**config.mk**
```make
export PLATFORM = sky130hd
export DESIGN_NAME = pic_top
export DESIGN_NICKNAME = d
export VERILOG_FILES = /design/src/pic_pkg.sv /design/src/pic_arbiter.sv /design/src/pic_top.sv
export SDC_FILE = /design/constraint.sdc
export NUM_CORES = 1
export LEC_CHECK = 0
export BUFFER_PORTS_ARGS = -buffer_cell sky130_fd_sc_hd__buf_2
export CORE_MARGIN = 5
export CORE_UTILIZATION = 50
export CTS_CLUSTER_SIZE = 20
export DETAILED_ROUTE_END_ITERATION = 10
export HOLD_SLACK_MARGIN = 0.15
export PLACE_DENSITY = 0.86
export RECOVER_POWER = 25
export SETUP_SLACK_MARGIN = 0.2
export SYNTH_ARGS = -nofsm -noshare
export SYNTH_HDL_FRONTEND = slang
export SYNTH_SLANG_ARGS = --single-unit
export TNS_END_PERCENT = 30
```
**constraint.sdc**
```tcl
create_clock -name clk_i -period 8.7 [get_ports clk_i]
set_clock_uncertainty 0.15 [all_clocks]
set_input_delay 0 -clock clk_i [delete_from_list [all_inputs] [get_ports clk_i]]
set_output_delay 0 -clock clk_i [all_outputs]
set_load 0.01 [all_outputs]
```
**src/pic_pkg.sv**
```systemverilog
// package for the prioritized interrupt controller: register map, fields, reset values, carriers
// assumes a classic wishbone slave with 32-bit data and byte addresses
package pic_pkg;
	// ==========================================
	// register offsets (byte addresses)
	localparam logic [11:0] PIC_OFF_FLAGS = 12'hFC0; // peripheral_request_flags
	localparam logic [11:0] PIC_OFF_EN_HIGH = 12'hFC4; // priority_enable_high
	localparam logic [11:0] PIC_OFF_EN_LOW = 12'hFC8; // priority_enable_low
	localparam logic [11:0] PIC_OFF_CTRL = 12'hFCC; // global enable and vector state
	// ==========================================
	// field layout and reset values
	localparam int PIC_NSRC = 7; // peripheral sources, bit 6 timer 1 down to bit 0 adc
	localparam int PIC_CTRL_GIE_BIT = 7; // global_irq_enable position in control word
	localparam logic [7:0] PIC_FLAGS_RST = 8'h00;
	localparam logic [7:0] PIC_EN_RST = 8'h00;
	localparam logic PIC_GIE_RST = 1'b0;
	localparam logic [7:0] PIC_VEC_BASE = 8'h0A; // vector address of the top-ranked source
	localparam logic [7:0] PIC_VEC_STEP = 8'h02;
	localparam logic [31:0] PIC_UNMAPPED_DATA = 32'h0000_0000;
	localparam int PIC_ACK_CYCLES = 1; // cycles from request to ack

	// cpu side events
	typedef struct packed {
		logic enable_interrupts_instr; // enable instruction executed
		logic disable_interrupts_instr; // disable instruction executed
		logic return_from_interrupt_instr; // return from interrupt executed
		logic trap_instr; // trap instruction executed
		logic illegal_trap; // illegal instruction trap taken
		logic irq_ack; // cpu acknowledges the presented request
	} pic_cpu_s;

	// vectored request towards the cpu
	typedef struct packed {
		logic valid; // a request is presented
		logic [2:0] source; // winning flag bit index
		logic [1:0] level; // priority level 1..3
		logic [7:0] vector; // low byte of vector address
	} pic_req_s;
endpackage : pic_pkg

```
**src/pic_arbiter.sv**
```systemverilog
// ranking logic: picks the winning pending request by level then by fixed source order
// assumes flags and enables are stable registered values
`timescale 1ns/100ps
module pic_arbiter (
	input wire logic [6:0] pend_i, // pending flags
	input wire logic [6:0] en_high_i, // priority_enable_high
	input wire logic [6:0] en_low_i, // priority_enable_low
	output logic found_o, // some pending request is enabled
	output logic [2:0] src_o, // winning source index
	output logic [1:0] lvl_o // winning level
);
	import pic_pkg::*;
	logic [1:0] lvl [PIC_NSRC];

	// ==========================================
	// per source level
	genvar g;
	generate
		for (g = 0; g < PIC_NSRC; g++) begin : g_lvl
			assign lvl[g] = pend_i[g] ? {en_high_i[g], en_low_i[g]} : 2'h0;
		end
	endgenerate

	// ==========================================
	// scan from lowest bit up; greater-or-equal compare lets higher bits win ties and keeps level order
	always_comb begin
		found_o = 1'b0;
		src_o = 3'h0;
		lvl_o = 2'h0;
		for (int i = 0; i < PIC_NSRC; i++) begin
			if (lvl[i] != 2'h0 && lvl[i] >= lvl_o) begin
				found_o = 1'b1;
				src_o = i[2:0];
				lvl_o = lvl[i];
			end
		end
	end
endmodule : pic_arbiter

```
**src/pic_top.sv**
```systemverilog
// prioritized interrupt controller: request flags, enables, global enable, vectored request
// assumes one 20 MHz clock, synchronous reset, classic wishbone master, cpu core on pic_cpu_s
//
// Contract
// - one global enable gates all vectored delivery to the cpu
// - enable instruction, return from interrupt or write 1 sets global enable
// - disable, acknowledge, write 0, reset, trap or illegal trap clears it
// - level 3 beats level 2, level 2 beats level 1
// - equal levels resolve by the fixed source order
// - order: timer1, timer0, uart rx, uart tx, two-wire, spi, then adc
// - reset, watchdog and illegal trap outrank every programmable interrupt
// - one-cycle request pulses are latched into persistent flags
// - a request pulse sets its source flag
// - acknowledge clears the winning source flag until a new request
// - software writing 0 clears a flag
// - software writing 1 makes a pending request, serviced and cleared normally
// - with global enable set, the winner is presented as a vectored request
// - flag bits: 6 timer1, 5 timer0, 4 rx, 3 tx, 2 two-wire, 1 spi, 0 adc
// - watchdog is handled outside these registers; the rest are governed here
// - enable high-low pair: 00 off, 01 level 1, 10 level 2, 11 level 3
`timescale 1ns/100ps
module pic_top (
	input wire logic clk_i, // 20 MHz system clock
	input wire logic rst_i, // synchronous reset, active high
	input wire logic ce_i, // clock enable, freezes state when low
	input wire logic [6:0] src_pulse_i, // one-cycle request pulses, bit map as flags
	input wire pic_pkg::pic_cpu_s cpu_i, // cpu instruction events and acknowledge
	output pic_pkg::pic_req_s req_o, // vectored request to cpu
	input wire logic wb_cyc_i, // wishbone cycle
	input wire logic wb_stb_i, // wishbone strobe
	input wire logic wb_we_i, // wishbone write enable
	input wire logic [11:0] wb_adr_i, // wishbone byte address
	input wire logic [3:0] wb_sel_i, // wishbone byte selects
	input wire logic [31:0] wb_dat_i, // wishbone write data
	output logic [31:0] wb_dat_o, // wishbone read data
	output logic wb_ack_o // wishbone acknowledge
);
	import pic_pkg::*;

	// ==========================================
	// state
	typedef struct packed {
		logic [6:0] flags; // peripheral_request_flags
		logic [6:0] en_high; // priority_enable_high
		logic [6:0] en_low; // priority_enable_low
		logic gie; // global_irq_enable
		logic ack; // bus acknowledge
		logic [31:0] rdata; // bus read data
		pic_req_s req; // registered vectored request
	} pic_state_s;

	pic_state_s st;
	pic_state_s next_st;
	logic found;
	logic [2:0] win_src;
	logic [1:0] win_lvl;
	logic bus_req;
	logic wr_lane0;
	logic [7:0] wbyte;
	logic [6:0] ack_clr;

	// ==========================================
	// ranking
	pic_arbiter u_arb (
		.pend_i(st.flags),
		.en_high_i(st.en_high),
		.en_low_i(st.en_low),
		.found_o(found),
		.src_o(win_src),
		.lvl_o(win_lvl)
	);

	// bus decode helpers; registers sit in the 8 bits of lane 0
	assign bus_req = wb_cyc_i && wb_stb_i && !st.ack;
	assign wr_lane0 = bus_req && wb_we_i && wb_sel_i[0];
	assign wbyte = wb_dat_i[7:0];
	// acknowledge clears only the source being presented
	assign ack_clr = (cpu_i.irq_ack && st.req.valid) ? 7'(1 << st.req.source) : 7'h00;

	// ==========================================
	// next state
	always_comb begin
		next_st = st;
		next_st.ack = bus_req;
		next_st.rdata = PIC_UNMAPPED_DATA;
		// flags: software write first, then acknowledge clear, then hardware set wins
		if (wr_lane0 && wb_adr_i == PIC_OFF_FLAGS) begin
			next_st.flags = wbyte[6:0];
		end
		next_st.flags = next_st.flags & ~ack_clr;
		next_st.flags = next_st.flags | src_pulse_i;
		if (wr_lane0 && wb_adr_i == PIC_OFF_EN_HIGH) begin
			next_st.en_high = wbyte[6:0];
		end
		if (wr_lane0 && wb_adr_i == PIC_OFF_EN_LOW) begin
			next_st.en_low = wbyte[6:0];
		end
		// global enable: later assignments win, so clearing events dominate sets
		if (cpu_i.enable_interrupts_instr || cpu_i.return_from_interrupt_instr) begin
			next_st.gie = 1'b1;
		end
		if (wr_lane0 && wb_adr_i == PIC_OFF_CTRL) begin
			next_st.gie = wbyte[PIC_CTRL_GIE_BIT];
		end
		if (cpu_i.disable_interrupts_instr || cpu_i.trap_instr || cpu_i.illegal_trap
				|| (cpu_i.irq_ack && st.req.valid)) begin
			next_st.gie = 1'b0;
		end
		// read mux
		if (bus_req && !wb_we_i) begin
			unique case (wb_adr_i)
				PIC_OFF_FLAGS: next_st.rdata = {25'h0, st.flags};
				PIC_OFF_EN_HIGH: next_st.rdata = {25'h0, st.en_high};
				PIC_OFF_EN_LOW: next_st.rdata = {25'h0, st.en_low};
				PIC_OFF_CTRL: next_st.rdata = {16'h0, st.req.vector, st.gie, 1'h0, st.req.valid,
						st.req.level, st.req.source};
				default: next_st.rdata = PIC_UNMAPPED_DATA;
			endcase
		end
		// vectored request, dropped while an illegal trap is taken
		next_st.req.valid = next_st.gie && found && !cpu_i.illegal_trap && !ack_clr[win_src];
		next_st.req.source = win_src;
		next_st.req.level = win_lvl;
		next_st.req.vector = PIC_VEC_BASE + PIC_VEC_STEP * 8'(3'd6 - win_src);
		if (rst_i) begin
			next_st = '0;
			next_st.flags = PIC_FLAGS_RST[6:0];
			next_st.en_high = PIC_EN_RST[6:0];
			next_st.en_low = PIC_EN_RST[6:0];
			next_st.gie = PIC_GIE_RST;
		end
	end

	// ==========================================
	// registers; reset passes even when ce is low so the block never starts undefined
	always_ff @(posedge clk_i) begin
		if (ce_i || rst_i) begin
			st <= next_st;
		end
	end

	assign req_o = st.req;
	assign wb_dat_o = st.rdata;
	assign wb_ack_o = st.ack;
endmodule : pic_top

```
==> out/qor.csv <==
stage,metric,value,unit
critical_path,slowest CP cell,or3b_2,
clocking,hold buffers post-CTS,35,
synth,syn_area_per_cell,10.6,µm²
floorplan,initial core utilization,52.2,%
floorplan,Die ar.,7970,µm²
sta,minimum clock period,7.77,ns
sta,setup_tns,0,ns
routing,max layer used,met4,
synth,"EDFF count, synth",47,
critical_path,Worst Setup Start Kind,flip-flop,
synth,"Top FF cell, synth",edfxtp_1,
power_and_ir_drop,maximum vdd drop,0.000103,V
clocking,number of H-tree levels,2,
routing,Vias per Instance,5.53,
critical_path,worst path required time,8.61,ns
floorplan,Die Span Y,89.3,µm
clocking,# Post-CTS Setup Buffers,0,
sta,Final Cycle Share,89.3,%
global_routing,largest net degree at the start of global routing,34,
power_and_ir_drop,PwrDens,159,nW/µm²
layout,Final Cell Area,3670,µm²
routing,DRC,0,
layout,nets@finish,454,
placement,count of placed standard cells including taps,405,
layout,diode count,0,
synth,async set-or-reset flop fraction in the synthesized netlist,0,%
routing,drt initial violations,143,
critical_path,"Top cell by count, worst path",ha_1,
global_routing,Overall Global Routing Usage,20.0,%
synth,Post-Synthesis Cells,296,
synth,"Distinct cells, synth",45,
clocking,CTS tree,built,
global_routing,total grt overflow,0,
sta,Final Hold Fails,0,
critical_path,CP Class,flip-flop to flip-flop,
sta,RSZ-0062 raised after global routing,no,
routing,met1 wire length,2.74,mm
run,MaxCap Viol Count,0,
synth,"Seq/Total Area, Yosys",44.9,%
critical_path,Critical Path AT,7.68,ns
synth,Synth Register Bits,47,
routing,overall routed net length,7.63,mm
clocking,CTS root buf,clkbuf_8,
layout,Final Non-Filler Cells,448,
placement,DP HPWL,5.06,mm
floorplan,io pins,114,
placement,area post-placement,3280,µm²
clocking,Worst-Skew Late Latency,0.30,ns
placement,GPL Wtd Cong,0.822,
layout,ratio of cells with drive above 1 in the final layout,19.8,%
clocking,clk sink count,47,
global_routing,initial antenna violation count,0,
sta,pins over their slew limit,0,
critical_path,Worst path max stage delay,0.47,ns
floorplan,Std-Cell Rows,28,
routing,met3 routed WL,663,µm
critical_path,R2R setup slack,0.93,ns
routing,Vias,2479,
critical_path,CP endpoint kind,flip-flop,
outcome,outcome,finished clean,
routing,Antenna Nets Post-Route,0,
routing,DRT Pass-1 Iters,5,
sta,Slew HR,21.0,%
clocking,Worst-path clk slew,0.09,ns
clocking,post-CTS sizing,0,
placement,worst slack at placement,1.14,ns
sta,hold slack,0.162,ns
power_and_ir_drop,Leak Pwr,1.56,nW
clocking,clk buf depth,2,
critical_path,CP max FO,7,
routing,met2 WL,3.96,mm
clocking,total CTS buffers,5,
floorplan,die width,89.3,µm
placement,IO buf count,68,
routing,drt wl/cell,17.0,µm
sta,fin worst setup slack,0.933,ns
floorplan,Core Area,6030,µm²
global_routing,vias in the first global route,2561,
layout,area grow syn2layout,16.9,%
synth,Synth Warn #,0,
synth,Mapped Area,3140,µm²
sta,Max Clk Rate,0.129,GHz
sta,final setup violation count,0,
global_routing,first-pass GRT wire length,12.2,mm
worst_hold_path,Hold Path Class,primary input to flip-flop,
sta,Tightest Pin Transition,1.18,ns
## routing by layer
layer  vias up  track usage (%)
met5         -                0
met4         0             9.74
met3        26             3.04
met2       146             36.6
met1      1155             22.6
li1       1152                -
## cell usage in the layout, fill, tap and decap left out, types with 2 or more instances in the layout
| master | n |
|---|---|
| edfxtp_1 | 47 |
| buf_2 | 38 |
| dlygate4sd3_1 | 35 |
| clkbuf_1 | 30 |
| nand2_1 | 29 |
| nor2_1 | 20 |
| conb_1 | 19 |
| a21oi_1 | 16 |
| ha_1 | 15 |
| nor2b_1 | 11 |
| inv_1 | 10 |
| o21ai_0 | 9 |
| nand3_1 | 7 |
| and3_1 | 7 |
| and3_2 | 7 |
| mux2_2 | 7 |
| nand2b_1 | 6 |
| mux4_2 | 6 |
| clkbuf_8 | 5 |
| and2_1 | 4 |
| nor3b_1 | 3 |
| o21a_1 | 3 |
| o21bai_1 | 3 |
| nor3_1 | 3 |
| o211ai_1 | 2 |
| a31oi_1 | 2 |
| or2_2 | 2 |
| nand4_1 | 2 |
| nand3b_1 | 2 |
| and3b_1 | 2 |
| o22ai_1 | 2 |
| clkinv_1 | 2 |
## power by group
group	internal, W	switching [W]
combinational	0.0000712	0.0000868
clock	0.0000548	0.0000760
sequential	0.000274	0.0000194
total	0.000400	0.000182
## metrics by stage
step           util, %  total power, W
2_1_floorplan        -        0.000411
3_3_place_gp      54.4        0.000431
3_5_place_dp      54.4        0.000439
4_1_cts           61.6        0.000581
5_1_grt           61.0        0.000614
6_report          61.0        0.000583
## flip-flops by register name (all words and copies together), names as in the netlist
signal    cells
st           22
req_o        11
wb_ack_o      1
wb_dat_o     13
## Yosys cell counts, types with 2 or more instances
| cell type | n | area [µm²] |
|---|---|---|
| edfxtp_1 | 47 | 1410 |
| buf_4 | 46 | 345 |
| nand2_1 | 29 | 109 |
| nor2_1 | 20 | 75.1 |
| a21oi_1 | 16 | 80.1 |
| ha_1 | 15 | 188 |
| nor2b_1 | 11 | 68.8 |
| inv_1 | 10 | 37.5 |
| o21ai_0 | 9 | 45.0 |
| and3_1 | 7 | 43.8 |
| and3_2 | 7 | 52.6 |
| mux2_2 | 7 | 78.8 |
| nand3_1 | 7 | 35.0 |
| clkbuf_1 | 6 | 22.5 |
| mux4_2 | 6 | 135 |
| nand2b_1 | 6 | 37.5 |
| and2_1 | 4 | 25.0 |
| nor3_1 | 3 | 15.0 |
| nor3b_1 | 3 | 22.5 |
| o21a_1 | 3 | 22.5 |
| o21bai_1 | 3 | 22.5 |
| a31oi_1 | 2 | 12.5 |
| and3b_1 | 2 | 17.5 |
| nand3b_1 | 2 | 15.0 |
| nand4_1 | 2 | 12.5 |
| o211ai_1 | 2 | 15.0 |
| o22ai_1 | 2 | 12.5 |
| or2_2 | 2 | 12.5 |
## critical path: cells and delay by family (launching register included)
family,cells,cell delay [ns]
AO/OA/AOI/OAI,13,2.75
AND/OR/NAND/NOR,14,2.27
flip-flops,1,0.46
buffers and inverters,3,0.24
adder cells (fa/ha/maj),6,1.64
## final timing paths
path | depth (start not counted) | to | startpoint
setup reg to reg | 36 | req_o[13]$_SDFFCE_PP0P_ | st[62]$_SDFFCE_PP0P_
hold / removal | 4 | wb_dat_o[3]$_SDFFCE_PP0P_ | wb_adr_i[4]
setup / recovery | 36 | req_o[13]$_SDFFCE_PP0P_ | st[62]$_SDFFCE_PP0P_
hold reg to reg | 1 | wb_dat_o[9]$_SDFFCE_PP0P_ | req_o[1]$_SDFFCE_PP0P_
## cell families after synthesis
kind of cell	share of synthesized area (%)
flops	44.9
mux	7.13
simple gates	19.8
other cells	0.119
compound gates	9.16
fa+ha+maj	5.97
buf+inv	12.9
## final cells by class
cell class	instances	area (µm²)
repair buffers	103	653
clock inverters	3	15.0
inverters	10	37.5
multi-input cells	205	1390
well taps	75	93.8
fillers	496	2350
clock buffers	5	68.8
flip-flops and latches	47	1410
No activity file was read; power rests on OpenSTA's default activity.
